File: src/logic/cold_load_pkg.sv
// Contract
// - Cold load: all idle, then start within 80 ms
// - Hold detection until max time or pickup loss
// - Detection feeds output and blocking matrices
// - Inrush needs rise plus second harmonic ratio
// - Zero harmonic threshold: inrush equals cold load
// - Inrush blocking starts at rise, before harmonics
// - After first cycle keep only with harmonics
// - Lingering between thresholds over 80 ms rejects
// - Idle threshold range 0.01 to 0.50 In
// - Start threshold range 0.30 to 10.00 In
// - Maximum time up to 300.00 s, 0.01 s
// - Harmonic threshold range 0 to 99 percent
`default_nettype none
package cold_load_pkg;
    // Register byte offsets
    localparam logic [7:0] OFS_CTRL = 8'h00;
    localparam logic [7:0] OFS_IDLE = 8'h04;
    localparam logic [7:0] OFS_START = 8'h08;
    localparam logic [7:0] OFS_MAXT = 8'h0C;
    localparam logic [7:0] OFS_H2 = 8'h10;
    localparam logic [7:0] OFS_STATE = 8'h14;
    localparam logic [7:0] OFS_IRQ_ST = 8'h18;
    localparam logic [7:0] OFS_IRQ_MASK = 8'h1C;
    // Field positions
    localparam int CTRL_EN_BIT = 0;
    localparam int EV_COLD_BIT = 0;
    localparam int EV_INRUSH_BIT = 1;
    localparam int EV_REJECT_BIT = 2;
    localparam int EV_N = 3;
    // Settings in 0.01 x In, 0.01 s and percent
    localparam logic [15:0] IDLE_MIN = 16'h0001;
    localparam logic [15:0] IDLE_MAX = 16'h0032;
    localparam logic [15:0] START_MIN = 16'h001E;
    localparam logic [15:0] START_MAX = 16'h03E8;
    localparam logic [15:0] MAXT_MIN = 16'h0001;
    localparam logic [15:0] MAXT_MAX = 16'h7530;
    localparam logic [15:0] H2_MAX = 16'h0063;
    // Reset values
    localparam logic [15:0] IDLE_RST = 16'h000A;
    localparam logic [15:0] START_RST = 16'h0078;
    localparam logic [15:0] MAXT_RST = 16'h0064;
    localparam logic [15:0] H2_RST = 16'h000F;
    localparam logic CTRL_EN_RST = 1'b1;
    // Timing
    localparam int CLK_HZ = 25000000;
    localparam int WINDOW_MS = 80;
    localparam int WINDOW_CYCLES = WINDOW_MS * (CLK_HZ / 1000);
    localparam int STEP_MS = 10;
    localparam int STEP_CYCLES = STEP_MS * (CLK_HZ / 1000);
    localparam logic [1:0] RESP_OKAY = 2'b00;
    localparam logic [1:0] RESP_SLVERR = 2'b10;
    typedef enum logic [1:0] {
        ST_WAIT_IDLE = 2'b00,
        ST_IDLE = 2'b01,
        ST_RISE = 2'b10,
        ST_ACTIVE = 2'b11
    } det_state_type;
endpackage
`default_nettype wire

File: src/logic/phase_compare.sv
`timescale 1ns/1ps
`default_nettype none
module phase_compare #(
    parameter int MAG_W = 16,
    parameter int RATIO_W = 7
) (
    input wire logic [MAG_W-1:0] magnitude,
    input wire logic [RATIO_W-1:0] ratio,
    input wire logic [MAG_W-1:0] idle_th,
    input wire logic [MAG_W-1:0] start_th,
    input wire logic [RATIO_W-1:0] h2_th,
    output logic below_idle,
    output logic above_start,
    output logic h2_over
);
    // Threshold tests for one phase
    assign below_idle = magnitude < idle_th;
    assign above_start = magnitude > start_th;
    assign h2_over = ratio > h2_th;
endmodule
`default_nettype wire

File: src/logic/cold_load_inrush_detector.sv
`timescale 1ns/1ps
`default_nettype none
module cold_load_inrush_detector #(
    parameter int WINDOW_CYCLES = cold_load_pkg::WINDOW_CYCLES,
    parameter int STEP_CYCLES = cold_load_pkg::STEP_CYCLES,
    parameter int MAG_W = 16,
    parameter int RATIO_W = 7
) (
    input wire logic clk_sys,
    input wire logic reset_n,
    input wire logic meas_strobe,
    input wire logic ratio_valid,
    input wire logic [MAG_W-1:0] mag_l1,
    input wire logic [MAG_W-1:0] mag_l2,
    input wire logic [MAG_W-1:0] mag_l3,
    input wire logic [RATIO_W-1:0] second_harmonic_ratio_l1,
    input wire logic [RATIO_W-1:0] second_harmonic_ratio_l2,
    input wire logic [RATIO_W-1:0] second_harmonic_ratio_l3,
    output logic cold_load_out_matrix,
    output logic cold_load_block_matrix,
    output logic inrush_out_matrix,
    output logic inrush_block_matrix,
    output logic irq,
    input wire logic [7:0] s_axi_awaddr,
    input wire logic s_axi_awvalid,
    output logic s_axi_awready,
    input wire logic [31:0] s_axi_wdata,
    input wire logic [3:0] s_axi_wstrb,
    input wire logic s_axi_wvalid,
    output logic s_axi_wready,
    output logic [1:0] s_axi_bresp,
    output logic s_axi_bvalid,
    input wire logic s_axi_bready,
    input wire logic [7:0] s_axi_araddr,
    input wire logic s_axi_arvalid,
    output logic s_axi_arready,
    output logic [31:0] s_axi_rdata,
    output logic [1:0] s_axi_rresp,
    output logic s_axi_rvalid,
    input wire logic s_axi_rready
);
    localparam int WIN_W = $clog2(WINDOW_CYCLES + 1);
    localparam int STEP_W = $clog2(STEP_CYCLES + 1);
    localparam int EV_N = cold_load_pkg::EV_N;

    // Clamp a written value into its accepted range
    function automatic logic [15:0] clamp16(input logic [15:0] v, input logic [15:0] lo,
                                            input logic [15:0] hi);
        logic [15:0] r;
        r = v;
        if (v < lo) begin
            r = lo;
        end else if (v > hi) begin
            r = hi;
        end
        return r;
    endfunction

    // Byte-lane merge of the low half word
    function automatic logic [15:0] merge16(input logic [15:0] old, input logic [31:0] d,
                                            input logic [3:0] strb);
        logic [15:0] r;
        r = old;
        if (strb[0]) begin
            r[7:0] = d[7:0];
        end
        if (strb[1]) begin
            r[15:8] = d[15:8];
        end
        return r;
    endfunction

    logic en_r;
    logic [15:0] idle_r;
    logic [15:0] start_r;
    logic [15:0] maxt_r;
    logic [15:0] h2_r;
    logic [EV_N-1:0] irq_st_r;
    logic [EV_N-1:0] irq_mask_r;
    cold_load_pkg::det_state_type state_r;
    logic cold_r;
    logic inrush_r;
    logic h2_seen_r;
    logic [WIN_W-1:0] win_cnt_r;
    logic [STEP_W-1:0] step_cnt_r;
    logic [15:0] dur_cnt_r;
    logic irq_r;

    // Per-phase comparators, evaluated against the stored settings
    logic [2:0] below_idle;
    logic [2:0] above_start;
    logic [2:0] h2_over;
    logic [MAG_W-1:0] mag [3];
    logic [RATIO_W-1:0] ratio [3];
    assign mag[0] = mag_l1;
    assign mag[1] = mag_l2;
    assign mag[2] = mag_l3;
    assign ratio[0] = second_harmonic_ratio_l1;
    assign ratio[1] = second_harmonic_ratio_l2;
    assign ratio[2] = second_harmonic_ratio_l3;
    for (genvar p = 0; p < 3; p++) begin : g_phase
        phase_compare #(.MAG_W(MAG_W), .RATIO_W(RATIO_W)) u_cmp (
            .magnitude(mag[p]),
            .ratio(ratio[p]),
            .idle_th(idle_r[MAG_W-1:0]),
            .start_th(start_r[MAG_W-1:0]),
            .h2_th(h2_r[RATIO_W-1:0]),
            .below_idle(below_idle[p]),
            .above_start(above_start[p]),
            .h2_over(h2_over[p])
        );
    end

    // Qualified level decisions, only meaningful on a strobe
    wire all_idle = meas_strobe && (&below_idle);
    wire any_start = meas_strobe && (|above_start);
    wire none_start = meas_strobe && !(|above_start);
    wire left_idle = meas_strobe && !(&below_idle) && !(|above_start);
    wire h2_zero = (h2_r == 16'h0000);
    wire h2_any = |h2_over;
    wire win_end = (win_cnt_r == WIN_W'(WINDOW_CYCLES - 1));
    wire step_end = (step_cnt_r == STEP_W'(STEP_CYCLES - 1));
    wire dur_end = step_end && (dur_cnt_r == maxt_r - 16'h0001);
    wire harm_check = meas_strobe && ratio_valid;

    // Detection sequence; any disable drops back to waiting for idle
    cold_load_pkg::det_state_type state_nxt;
    logic ev_cold;
    logic ev_reject;
    always_comb begin
        state_nxt = state_r;
        ev_cold = 1'b0;
        ev_reject = 1'b0;
        case (state_r)
            cold_load_pkg::ST_WAIT_IDLE: begin
                if (all_idle) begin
                    state_nxt = cold_load_pkg::ST_IDLE;
                end
            end
            cold_load_pkg::ST_IDLE: begin
                if (any_start) begin
                    state_nxt = cold_load_pkg::ST_ACTIVE;
                    ev_cold = 1'b1;
                end else if (left_idle) begin
                    state_nxt = cold_load_pkg::ST_RISE;
                end
            end
            cold_load_pkg::ST_RISE: begin
                if (any_start) begin
                    state_nxt = cold_load_pkg::ST_ACTIVE;
                    ev_cold = 1'b1;
                end else if (all_idle) begin
                    state_nxt = cold_load_pkg::ST_IDLE;
                end else if (win_end) begin
                    state_nxt = cold_load_pkg::ST_WAIT_IDLE;
                    ev_reject = 1'b1;
                end
            end
            cold_load_pkg::ST_ACTIVE: begin
                if (none_start || dur_end) begin
                    state_nxt = cold_load_pkg::ST_WAIT_IDLE;
                end
            end
            default: begin
                state_nxt = cold_load_pkg::ST_WAIT_IDLE;
            end
        endcase
        if (!en_r) begin
            state_nxt = cold_load_pkg::ST_WAIT_IDLE;
            ev_cold = 1'b0;
            ev_reject = 1'b0;
        end
    end

    // Inrush follows cold load at the rise, then harmonics decide
    wire active_nxt = (state_nxt == cold_load_pkg::ST_ACTIVE);
    logic inrush_nxt;
    always_comb begin
        inrush_nxt = 1'b0;
        if (ev_cold) begin
            inrush_nxt = 1'b1;
        end else if (active_nxt) begin
            inrush_nxt = inrush_r;
            if (harm_check && !h2_zero) begin
                inrush_nxt = inrush_r && h2_any;
            end
        end
    end

    // Detector registers; window counted in clock cycles, hold time in STEP_CYCLES steps
    always_ff @(posedge clk_sys) begin
        if (!reset_n) begin
            state_r <= cold_load_pkg::ST_WAIT_IDLE;
            cold_r <= 1'b0;
            inrush_r <= 1'b0;
            h2_seen_r <= 1'b0;
            win_cnt_r <= '0;
            step_cnt_r <= '0;
            dur_cnt_r <= 16'h0000;
        end else begin
            state_r <= state_nxt;
            cold_r <= active_nxt;
            inrush_r <= h2_zero ? active_nxt : inrush_nxt;
            h2_seen_r <= active_nxt && !ev_cold && (h2_seen_r || harm_check);
            win_cnt_r <= (state_r == cold_load_pkg::ST_RISE) ? win_cnt_r + 1'b1 : '0;
            step_cnt_r <= (!active_nxt || ev_cold || step_end) ? '0 : step_cnt_r + 1'b1;
            dur_cnt_r <= (!active_nxt || ev_cold) ? 16'h0000 :
                         step_end ? dur_cnt_r + 16'h0001 : dur_cnt_r;
        end
    end

    // Both matrices see the same registered detections
    assign cold_load_out_matrix = cold_r;
    assign cold_load_block_matrix = cold_r;
    assign inrush_out_matrix = inrush_r;
    assign inrush_block_matrix = inrush_r;
    assign irq = irq_r;

    // AXI4-Lite write: address and data may arrive in either order
    logic aw_got_r;
    logic w_got_r;
    logic [7:0] waddr_r;
    logic [31:0] wdata_r;
    logic [3:0] wstrb_r;
    logic awready_r;
    logic wready_r;
    logic bvalid_r;
    logic [1:0] bresp_r;
    wire aw_hs = s_axi_awvalid && awready_r;
    wire w_hs = s_axi_wvalid && wready_r;
    wire aw_have = aw_got_r || aw_hs;
    wire w_have = w_got_r || w_hs;
    wire do_write = aw_have && w_have && !bvalid_r;
    wire [7:0] wa = aw_hs ? s_axi_awaddr : waddr_r;
    wire [31:0] wd = w_hs ? s_axi_wdata : wdata_r;
    wire [3:0] ws = w_hs ? s_axi_wstrb : wstrb_r;
    wire wr_ctrl = do_write && (wa == cold_load_pkg::OFS_CTRL);
    wire wr_idle = do_write && (wa == cold_load_pkg::OFS_IDLE);
    wire wr_start = do_write && (wa == cold_load_pkg::OFS_START);
    wire wr_maxt = do_write && (wa == cold_load_pkg::OFS_MAXT);
    wire wr_h2 = do_write && (wa == cold_load_pkg::OFS_H2);
    wire wr_ist = do_write && (wa == cold_load_pkg::OFS_IRQ_ST);
    wire wr_imask = do_write && (wa == cold_load_pkg::OFS_IRQ_MASK);
    wire wr_hit = wr_ctrl || wr_idle || wr_start || wr_maxt || wr_h2 || wr_ist || wr_imask ||
                  (wa == cold_load_pkg::OFS_STATE);
    wire bdone = bvalid_r && s_axi_bready;
    wire bvalid_nxt = do_write || (bvalid_r && !s_axi_bready);
    wire aw_got_nxt = aw_have && !do_write;
    wire w_got_nxt = w_have && !do_write;

    // Write channel registers; ready drops while holding a half or a response
    always_ff @(posedge clk_sys) begin
        if (!reset_n) begin
            aw_got_r <= 1'b0;
            w_got_r <= 1'b0;
            waddr_r <= 8'h00;
            wdata_r <= 32'h00000000;
            wstrb_r <= 4'h0;
            awready_r <= 1'b0;
            wready_r <= 1'b0;
            bvalid_r <= 1'b0;
            bresp_r <= cold_load_pkg::RESP_OKAY;
        end else begin
            aw_got_r <= aw_got_nxt;
            w_got_r <= w_got_nxt;
            if (aw_hs) begin
                waddr_r <= s_axi_awaddr;
            end
            if (w_hs) begin
                wdata_r <= s_axi_wdata;
                wstrb_r <= s_axi_wstrb;
            end
            awready_r <= !aw_got_nxt && !bvalid_nxt;
            wready_r <= !w_got_nxt && !bvalid_nxt;
            bvalid_r <= bvalid_nxt;
            if (do_write) begin
                bresp_r <= wr_hit ? cold_load_pkg::RESP_OKAY : cold_load_pkg::RESP_SLVERR;
            end else if (bdone) begin
                bresp_r <= cold_load_pkg::RESP_OKAY;
            end
        end
    end
    assign s_axi_awready = awready_r;
    assign s_axi_wready = wready_r;
    assign s_axi_bvalid = bvalid_r;
    assign s_axi_bresp = bresp_r;

    // Settings are clamped on write so a read shows what is in force
    wire [EV_N-1:0] events = {ev_reject, ev_cold && !h2_zero, ev_cold};
    wire [EV_N-1:0] irq_st_nxt = (irq_st_r & ~(wr_ist ? wd[EV_N-1:0] : '0)) | events;
    always_ff @(posedge clk_sys) begin
        if (!reset_n) begin
            en_r <= cold_load_pkg::CTRL_EN_RST;
            idle_r <= cold_load_pkg::IDLE_RST;
            start_r <= cold_load_pkg::START_RST;
            maxt_r <= cold_load_pkg::MAXT_RST;
            h2_r <= cold_load_pkg::H2_RST;
            irq_st_r <= '0;
            irq_mask_r <= '0;
            irq_r <= 1'b0;
        end else begin
            if (wr_ctrl && ws[0]) begin
                en_r <= wd[cold_load_pkg::CTRL_EN_BIT];
            end
            if (wr_idle) begin
                idle_r <= clamp16(merge16(idle_r, wd, ws), cold_load_pkg::IDLE_MIN,
                                  cold_load_pkg::IDLE_MAX);
            end
            if (wr_start) begin
                start_r <= clamp16(merge16(start_r, wd, ws), cold_load_pkg::START_MIN,
                                   cold_load_pkg::START_MAX);
            end
            if (wr_maxt) begin
                maxt_r <= clamp16(merge16(maxt_r, wd, ws), cold_load_pkg::MAXT_MIN,
                                  cold_load_pkg::MAXT_MAX);
            end
            if (wr_h2) begin
                h2_r <= clamp16(merge16(h2_r, wd, ws), 16'h0000, cold_load_pkg::H2_MAX);
            end
            if (wr_imask && ws[0]) begin
                irq_mask_r <= wd[EV_N-1:0];
            end
            irq_st_r <= irq_st_nxt; // Set wins over the clear
            irq_r <= |(irq_st_nxt & (wr_imask && ws[0] ? wd[EV_N-1:0] : irq_mask_r));
        end
    end

    // AXI4-Lite read, one beat at a time
    logic arready_r;
    logic rvalid_r;
    logic [31:0] rdata_r;
    logic [1:0] rresp_r;
    wire ar_hs = s_axi_arvalid && arready_r;
    wire rvalid_nxt = ar_hs || (rvalid_r && !s_axi_rready);
    logic [31:0] rd_mux;
    logic rd_hit;
    always_comb begin
        rd_mux = 32'h00000000;
        rd_hit = 1'b1;
        case (s_axi_araddr)
            cold_load_pkg::OFS_CTRL: rd_mux[cold_load_pkg::CTRL_EN_BIT] = en_r;
            cold_load_pkg::OFS_IDLE: rd_mux[15:0] = idle_r;
            cold_load_pkg::OFS_START: rd_mux[15:0] = start_r;
            cold_load_pkg::OFS_MAXT: rd_mux[15:0] = maxt_r;
            cold_load_pkg::OFS_H2: rd_mux[15:0] = h2_r;
            cold_load_pkg::OFS_STATE: rd_mux[4:0] = {h2_seen_r, state_r, inrush_r, cold_r};
            cold_load_pkg::OFS_IRQ_ST: rd_mux[EV_N-1:0] = irq_st_r;
            cold_load_pkg::OFS_IRQ_MASK: rd_mux[EV_N-1:0] = irq_mask_r;
            default: rd_hit = 1'b0;
        endcase
    end
    always_ff @(posedge clk_sys) begin
        if (!reset_n) begin
            arready_r <= 1'b0;
            rvalid_r <= 1'b0;
            rdata_r <= 32'h00000000;
            rresp_r <= cold_load_pkg::RESP_OKAY;
        end else begin
            arready_r <= !rvalid_nxt;
            rvalid_r <= rvalid_nxt;
            if (ar_hs) begin
                rdata_r <= rd_mux;
                rresp_r <= rd_hit ? cold_load_pkg::RESP_OKAY : cold_load_pkg::RESP_SLVERR;
            end
        end
    end
    assign s_axi_arready = arready_r;
    assign s_axi_rvalid = rvalid_r;
    assign s_axi_rdata = rdata_r;
    assign s_axi_rresp = rresp_r;

    a_cold_from_rise: assert property (@(posedge clk_sys) disable iff (!reset_n)
        ev_cold |=> cold_load_out_matrix && inrush_out_matrix)
        else $error("cold load rise did not raise detections");
    a_cold_release: assert property (@(posedge clk_sys) disable iff (!reset_n)
        cold_r && (none_start || dur_end) |=> !cold_load_out_matrix)
        else $error("cold load held past release");
    a_matrix_same: assert property (@(posedge clk_sys) disable iff (!reset_n)
        cold_load_out_matrix == cold_load_block_matrix &&
        inrush_out_matrix == inrush_block_matrix &&
        cold_load_out_matrix == (state_r == cold_load_pkg::ST_ACTIVE))
        else $error("matrix copies differ");
    a_inrush_sub: assert property (@(posedge clk_sys) disable iff (!reset_n)
        inrush_r |-> cold_r)
        else $error("inrush without cold load");
    a_inrush_zero: assert property (@(posedge clk_sys) disable iff (!reset_n)
        $stable(h2_r) && h2_zero && $past(h2_zero) |-> inrush_r == cold_r)
        else $error("zero threshold inrush differs");
    a_inrush_drop: assert property (@(posedge clk_sys) disable iff (!reset_n)
        cold_r && harm_check && !h2_zero && !h2_any && !ev_cold |=> !inrush_r)
        else $error("inrush kept without harmonics");
    a_window_end: assert property (@(posedge clk_sys) disable iff (!reset_n)
        state_r == cold_load_pkg::ST_RISE && win_end && !meas_strobe && en_r
        |=> state_r == cold_load_pkg::ST_WAIT_IDLE ##0 !cold_r)
        else $error("window expiry did not reject");
    a_rearm_idle: assert property (@(posedge clk_sys) disable iff (!reset_n)
        $fell(cold_r) |-> state_r == cold_load_pkg::ST_WAIT_IDLE)
        else $error("rearmed without idle");
    a_ranges: assert property (@(posedge clk_sys) disable iff (!reset_n)
        idle_r >= cold_load_pkg::IDLE_MIN && idle_r <= cold_load_pkg::IDLE_MAX &&
        start_r >= cold_load_pkg::START_MIN && maxt_r <= cold_load_pkg::MAXT_MAX &&
        h2_r <= cold_load_pkg::H2_MAX)
        else $error("setting out of range");
    a_strobe_only: assert property (@(posedge clk_sys) disable iff (!reset_n)
        !meas_strobe && state_r == cold_load_pkg::ST_IDLE |=> !cold_r)
        else $error("detection without strobe");
endmodule
`default_nettype wire

File: config.mk
export PLATFORM = sky130hd
export DESIGN_NAME = cold_load_inrush_detector
export DESIGN_NICKNAME = d
export VERILOG_FILES = /design/src/logic/cold_load_pkg.sv /design/src/logic/phase_compare.sv /design/src/logic/cold_load_inrush_detector.sv
export SDC_FILE = /design/constraint.sdc
export NUM_CORES = 1
export LEC_CHECK = 0
export ABC_AREA = 1
export BUFFER_PORTS_ARGS = -buffer_cell sky130_fd_sc_hd__buf_2
export CORE_MARGIN = 2
export CORE_UTILIZATION = 49
export DETAILED_ROUTE_END_ITERATION = 6
export GPL_ROUTABILITY_DRIVEN = 0
export PLACE_DENSITY_LB_ADDON = 0.08
export SLEW_MARGIN = 20
export SYNTH_ARGS = -nofsm -noshare
export SYNTH_HDL_FRONTEND = slang
export SYNTH_HIERARCHICAL = 1
export SYNTH_SLANG_ARGS = --single-unit
File: constraint.sdc
create_clock -name clk_sys -period 6.3 [get_ports clk_sys]
set_input_delay 0.945 -clock clk_sys [delete_from_list [all_inputs] [get_ports clk_sys]]
set_output_delay 0.945 -clock clk_sys [all_outputs]
set_load 0.005 [all_outputs]
==> results of run 1 <==
-- logic make-up (layout without fill, tap and decap cells) --
family / after synthesis / count (layout)
flops: 183 / 183
simple gates: 779 / 779
mux: 5 / 5
fa+ha+maj: 122 / 122
compound gates: 326 / 326
other cells: 1 / 18
buf+inv: 414 / 530
xor+xnor: 39 / 39
-- area by class of cell --
type                            count  area [µm²]  share of cell area, %
Clock inverter                     15         183                   1.30
Tap cell                          330         413                   2.94
Sequential cell                   183        3660                   26.1
Timing Repair Buffer              143         746                   5.31
Multi-Input combinational cell   1289        7290                   51.9
Clock buffer                       17         425                   3.03
Inverter                          355        1330                   9.48
-- through the flow --
step / cell area [µm²] / total power, mW / utilization (%) / worst slack (ns)
after floorplan: 12600 / 1.57 / - / 3.19
final: 14100 / 2.81 / 55.8 / 2.56
after global placement: 13400 / 1.70 / 53.3 / 2.08
after detailed placement: 13400 / 1.71 / 53.3 / 2.04
after CTS: 14000 / 2.82 / 55.7 / 2.50
after global routing: 14100 / 2.94 / 55.8 / 2.27
-- state kept, by name, indices dropped and copies added (netlist names), 3 cells and up --
signal	flops
waddr_r	8
irq_mask_r	3
step_cnt_r	18
maxt_r	16
irq_st_r	3
wdata_r	16
h2_r	16
start_r	16
s_axi_rdata	16
win_cnt_r	21
idle_r	16
dur_cnt_r	16
-- synthesized netlist by cell type (all sizes together) (9+ instances only) --
cell type,instances,area [µm²]
nand2,387,1470
inv,352,1320
nor2,191,850
dfxtp,183,3660
a21oi,138,721
ha,122,1530
o21ai,115,583
nand3,77,408
nor3,70,370
buf,33,246
xor2,28,245
o22ai,27,169
clkbuf,26,97.6
nand4,24,150
nor4,12,90.1
xnor2,11,96.3
or2,9,56.3
-- worst max path at each step --
stage / from / end / slack (ns) / cells after the start
2_1_floorplan: mag_l2[7] / step_cnt_r[15]$_SDFF_PP0_ / 3.19 / 18
3_3_place_gp: mag_l2[13] / step_cnt_r[5]$_SDFF_PP0_ / 2.08 / 17
3_5_place_dp: mag_l2[13] / step_cnt_r[6]$_SDFF_PP0_ / 2.04 / 17
4_1_cts: mag_l2[13] / step_cnt_r[6]$_SDFF_PP0_ / 2.50 / 17
5_1_grt: mag_l1[13] / step_cnt_r[6]$_SDFF_PP0_ / 2.27 / 17
6_report: mag_l1[13] / step_cnt_r[6]$_SDFF_PP0_ / 2.56 / 17
-- metal layers --
metal	global-route usage, %	share of wire [%]
met1	31.9	45
met2	44.4	48
met3	3.03	4.3
met4	9.77	2.9
met5	0	0
-- report_power, final --
group / total [mW] / switching [mW] / leakage (nW) / internal, mW
Sequential: 1.22 / 0.0313 / 1.48 / 1.19
Combinational: 0.467 / 0.304 / 4.64 / 0.163
Clock: 1.12 / 0.515 / 0.294 / 0.602
Total: 2.81 / 0.851 / 6.41 / 1.96
==> results.py, run 1 <==
metrics = {
    "global_route": {
        "gr-usage-all-layers_pct": 25.4,
        "grt_max_degree": 103,
        "antenna_found_initial": 0,
        "grt_pass1_vias": 11300,
        "overflow": 0,
        "grt_first_pass_wirelength_um": 54500,
    },
    "placement": {
        "placed_cells": 2299,
        "place_hpwl_um": 26800,
        "portBuffers": 139,
    },
    "setup_path": {
        "cp_slowest_stage_delay_ns": 0.57,
        "crit_type": "primary input to register",
        "path_cells": "buf_2 -> ha_1 -> a21oi_1 -> o21ai_0 -> a21oi_1 -> a21oi_2 -> nor3_1 -> nand2_1 -> nor2_1 -> o31ai_1 -> nand2_1 -> a21oi_1 -> a21oi_2 -> nand2_2 -> nor2_4 -> nand3_4 -> nor2_1",
        "required_ns": 6.67,
        "crit_top_cell": "a21oi_1",
        "cp_max_fo": 18,
        "crit_slowest_cell": "nor3_1",
        "rrSetupSlack_ns": 2.70,
        "rr_startpoint": "start_r[7]$_SDFFE_PN0P_",
        "arrival_ns": 4.11,
        "crit_family": "simple AND/OR/NAND/NOR gates",
        "path_buf_inv": 1,
        "endpoint_kind": "register",
        "r2r-end": "step_cnt_r[6]$_SDFF_PP0_",
        "start_kind": "primary input",
        "rr_worst_depth": 18,
    },
    "outcome": {
        "status": "completed",
    },
    "synthesis": {
        "async_reset_ff_share_pct": 0,
        "synthAdderAreaFrac_pct": 12.1,
        "ys_seq_area_share_pct": 29.2,
        "synth_edf_count": 0,
        "avgSynthCellArea_um2": 6.72,
        "yosys.cell_types.count": 54,
        "ys.flop_type": "dfxtp_1",
        "yosys.area_share.simple_pct": 27.6,
        "synth_compound_gate_area_share_pct": 14.6,
        "syn-instance-count": 1869,
        "synth.area.mux_share_pct": 0.398,
        "synth-xor-area-share_pct": 2.72,
        "synth_top_family_by_area": "simple AND/OR/NAND/NOR gates",
        "synth_seq_cells": 183,
        "yosys_warnings": 6,
        "synth_area_um2": 12600,
    },
    "job": {
        "maxCapViolCount": 0,
    },
    "cts": {
        "numCtsBuffers": 17,
        "clockBufferDepth": 2,
        "cts-hold-fix-buffers": 0,
        "cts_resized": 0,
        "clk_latency_ns": 0.44,
        "post_cts.repair.setup_buffers": 0,
        "cts_max_level": 4,
        "cts.clk_slew.worst_paths_ns": 0.07,
        "tritoncts": "yes",
        "cts.sinks": 183,
        "cts_root_buf": "clkbuf_16",
    },
    "floorplan": {
        "io_pins": 176,
        "fp-row-count": 58,
        "start_util_pct": 49.9,
        "design.die.area_um2": 26900,
        "core-area_um2": 25200,
        "die_h_um": 164,
        "die_w_um": 164,
    },
    "final_layout": {
        "area_growth_pct": 11.8,
        "drive_above_1_share_pct": 12.5,
        "insertedDiodeCount": 0,
        "n_fill_cell": 2514,
        "final_cell_mix": "nand2_1, inv_1, dfxtp_1",
        "nets": 2241,
        "final_common_cell": "nand2_1",
        "final_cell_count_no_fill": 2332,
    },
    "routing": {
        "antenna_left": 0,
        "post-route-drc-count": 0,
        "wl_per_cell_um": 14.5,
        "drt-initial-drc-count": 726,
        "via_per_inst": 5.18,
        "dr_total_vias": 12100,
        "first_pass_iters": 5,
        "wl_um": 33800,
    },
    "sta": {
        "rsz0062_at_grt": "false",
        "fin_worst_skew_ns": 0.0111,
        "tightest_slew_ns": 0.776,
        "hold_viol": 0,
        "max_slew_margin_pct": 48.1,
        "slew_violations": 0,
        "setup_viol": 0,
        "whs_ns": 0.433,
        "fin_crit_sh_pct": 59.4,
        "setup_tns_ns": 0,
        "clock.fmax_mhz": 267,
        "layout_min_cycle_time_ns": 3.74,
    },
    "worst_hold_path": {
        "hold_class": "register to register",
        "worstHoldEndpoint": "s_axi_awready$_SDFF_PN0_",
        "hold_start": "aw_got_r$_SDFF_PN0_",
        "hold_path_depth": 1,
    },
    "power_and_ir_drop": {
        "cellPowerDensity_nw_per_um2": 200,
        "leakage_nw": 6.41,
        "vdd_drop_max_v": 0.000190,
    },
}
(Power assumes the default switching activity.)
==> run 2, diff against run 1 <==
Settings changed: ABC_AREA 1 to 0.
Clock period 6.3 ns to 3.2 ns, I/O delays scaled along.
==> results.py, run 2 <==
metrics = {
    "synthesis": {
        "yosysMostFrequentCell": "dfxtp_1",
        "synth_area_um2": 12300,
        "avgSynthCellArea_um2": 7.89,
        "syn-instance-count": 1560,
        "async_reset_ff_share_pct": 0,
        "yosys.area.top_type": "dfxtp_1",
        "yosys.cell_types.count": 84,
        "yosys_warnings": 6,
        "ys_seq_area_share_pct": 29.8,
        "synth_top_area_share_pct": 29.8,
        "ys.flop_type": "dfxtp_1",
        "yosys-top-cells-count": "dfxtp_1, nor2_1, inv_1",
        "synth_edf_count": 0,
        "synth_seq_cells": 183,
        "synthTopCellsByArea": "dfxtp_1, ha_1, nor2_1",
    },
    "floorplan": {
        "start_util_pct": 50.3,
        "die_w_um": 162,
        "fp-row-count": 57,
        "core-area_um2": 24500,
        "io_pins": 176,
        "die_h_um": 162,
        "design.die.area_um2": 26400,
    },
    "final_layout": {
        "reg_top3": "win_cnt_r (21), step_cnt_r (18)",
        "area_growth_pct": 25.4,
        "largest-register": "win_cnt_r",
        "post-route-util_pct": 63.1,
        "nets": 2075,
        "drive_above_1_share_pct": 24.6,
        "largest_reg_flops": 21,
        "final_cell_mix": "nor2_1, dfxtp_1, buf_4",
        "final_common_cell": "nor2_1",
    },
    "setup_path": {
        "crit_family": "compound AO/OA/AOI/OAI gates",
        "path_buf_inv": 3,
        "path_cells": "inv_1 -> ha_1 -> a21oi_1 -> a2111oi_4 -> a211oi_2 -> a21oi_2 -> or3_4 -> buf_4 -> a21o_1 -> a21oi_2 -> a31oi_4 -> o211a_4 -> or3b_4 -> buf_8 -> nor2_1",
        "endpoint_kind": "register",
        "start_kind": "register",
        "crit_slowest_cell": "dfxtp_4",
        "arrival_ns": 3.71,
        "crit_top_cell": "a21oi_2",
        "required_ns": 3.54,
        "cp_max_fo": 6,
        "crit_type": "register to register",
        "cp_slowest_stage_delay_ns": 0.41,
    },
    "routing": {
        "post-route-drc-count": 0,
        "dr_total_vias": 12400,
        "wl_um": 39600,
        "wl_per_cell_um": 18.3,
        "drt-initial-drc-count": 1184,
        "first_pass_iters": 7,
        "via_per_inst": 5.76,
        "antenna_left": 0,
    },
    "global_route": {
        "gr-usage-all-layers_pct": 29.3,
        "grt_first_pass_wirelength_um": 60800,
        "overflow": 0,
        "grt_pass1_vias": 11600,
        "grt_max_degree": 30,
        "antenna_found_initial": 0,
    },
    "sta": {
        "layout_min_cycle_time_ns": 3.37,
        "max_slew_margin_pct": 36.5,
        "setup_tns_ns": -3.66,
        "fin_worst_skew_ns": 0.0184,
        "hold_viol": 0,
        "fin_crit_sh_pct": 105,
        "slew_violations": 0,
        "tightest_slew_ns": 0.948,
        "rsz0062_at_grt": "true",
        "finalWorstSetupSlack_ns": -0.171,
        "clock.fmax_mhz": 297,
        "setup_viol": 37,
    },
    "placement": {
        "dp_worst_setup_slack_ns": -0.423,
        "place_hpwl_um": 30400,
        "portBuffers": 139,
    },
    "power_and_ir_drop": {
        "vdd_drop_max_v": 0.000398,
        "leakage_nw": 6.47,
        "cellPowerDensity_nw_per_um2": 353,
    },
    "job": {
        "maxCapViolCount": 0,
    },
    "outcome": {
        "violations": "setup timing",
        "status": "complete, but fails checks",
    },
    "cts": {
        "numCtsBuffers": 17,
        "cts.clk_slew.worst_paths_ns": 0.08,
        "clockBufferDepth": 2,
        "cts_root_buf": "clkbuf_16",
        "clk_latency_ns": 0.44,
        "cts.sinks": 183,
        "tritoncts": "yes",
        "cts_max_level": 4,
    },
    "worst_hold_path": {
        "hold_class": "primary input to register",
    },
}
## run 2: report_power, final
part / internal [mW] / total, mW / leakage, nW / switching, mW
Clock: 1.07 / 2.12 / 0.291 / 1.05
Combinational: 0.436 / 0.988 / 4.68 / 0.552
Sequential: 2.31 / 2.34 / 1.49 / 0.0355
## run 2: final timing paths
path	start	end	slack, ns	cells after the start
worst min register to register	w_got_r$_SDFF_PN0_	s_axi_wready$_SDFF_PN0_	0.43	1
worst min-delay path	s_axi_wdata[9]	wdata_r[9]$_SDFF_PN0_	0.27	3
worst max register to register	start_r[3]$_SDFFE_PN1P_	step_cnt_r[12]$_SDFF_PP0_	-0.17	15
worst max-delay path	start_r[3]$_SDFFE_PN1P_	step_cnt_r[12]$_SDFF_PP0_	-0.17	15
## run 2: through the flow
stage / std cells / hold slack [ns] / power [mW] / instance area, µm²
after floorplan: 1577 / 0.400 / 2.90 / 12400
after global placement: 2109 / 0.407 / 3.20 / 14200
after detailed placement: 2109 / 0.414 / 3.22 / 14200
final: 2161 / 0.272 / 5.45 / 15400
after global routing: 2160 / 0.281 / 5.68 / 15400
after CTS: 2153 / 0.263 / 5.40 / 15100
## run 2: kinds of logic (layout without fill, tap and decap cells)
kind of cell / after synthesis / in the layout / share of synthesized area (%)
AND/OR/NAND/NOR: 586 / 586 / 24.0
AO/OA/AOI/OAI: 353 / 353 / 19.0
buffers and inverters: 221 / 480 / 7.50
multiplexers: 25 / 25 / 2.19
adder cells (fa/ha/maj): 122 / 122 / 12.4
other: 1 / 19 / 0.0305
flip-flops: 183 / 183 / 29.8
XOR/XNOR: 69 / 69 / 5.02
## run 2: per-layer routing
layer / track usage (%) / wire (µm)
met4: 12.3 / 1530
met1: 38.2 / 17000
met3: 4.10 / 2440
met5: 0 / 0
met2: 48.9 / 18600
## run 2: what timing repair did
action	in CTS	in global routing
gates cloned	1	3
setup buffers	11	4
pin swaps	23	25
gates resized for setup	45	58
hold buffers	0	0
setup endpoints to repair	37	39
## run 2: final cells by class
type                    count  area [µm²]
multi-input cells        1173        8130
clock inverters            13         154
clock buffers              19         443
fillers                  2181        9030
repair buffers            303        2020
inverters                 145         548
diodes                      1        2.50
well taps                 324         405
flip-flops and latches    183        3730
## run 2: worst reg2reg max path: cells and delay by family (launching register included)
family | cells | cell delay (ns)
AO/OA/AOI/OAI | 8 | 1.51
adder cells (fa/ha/maj) | 1 | 0.32
buffers and inverters | 3 | 0.34
flip-flops | 1 | 0.41
AND/OR/NAND/NOR | 3 | 0.71
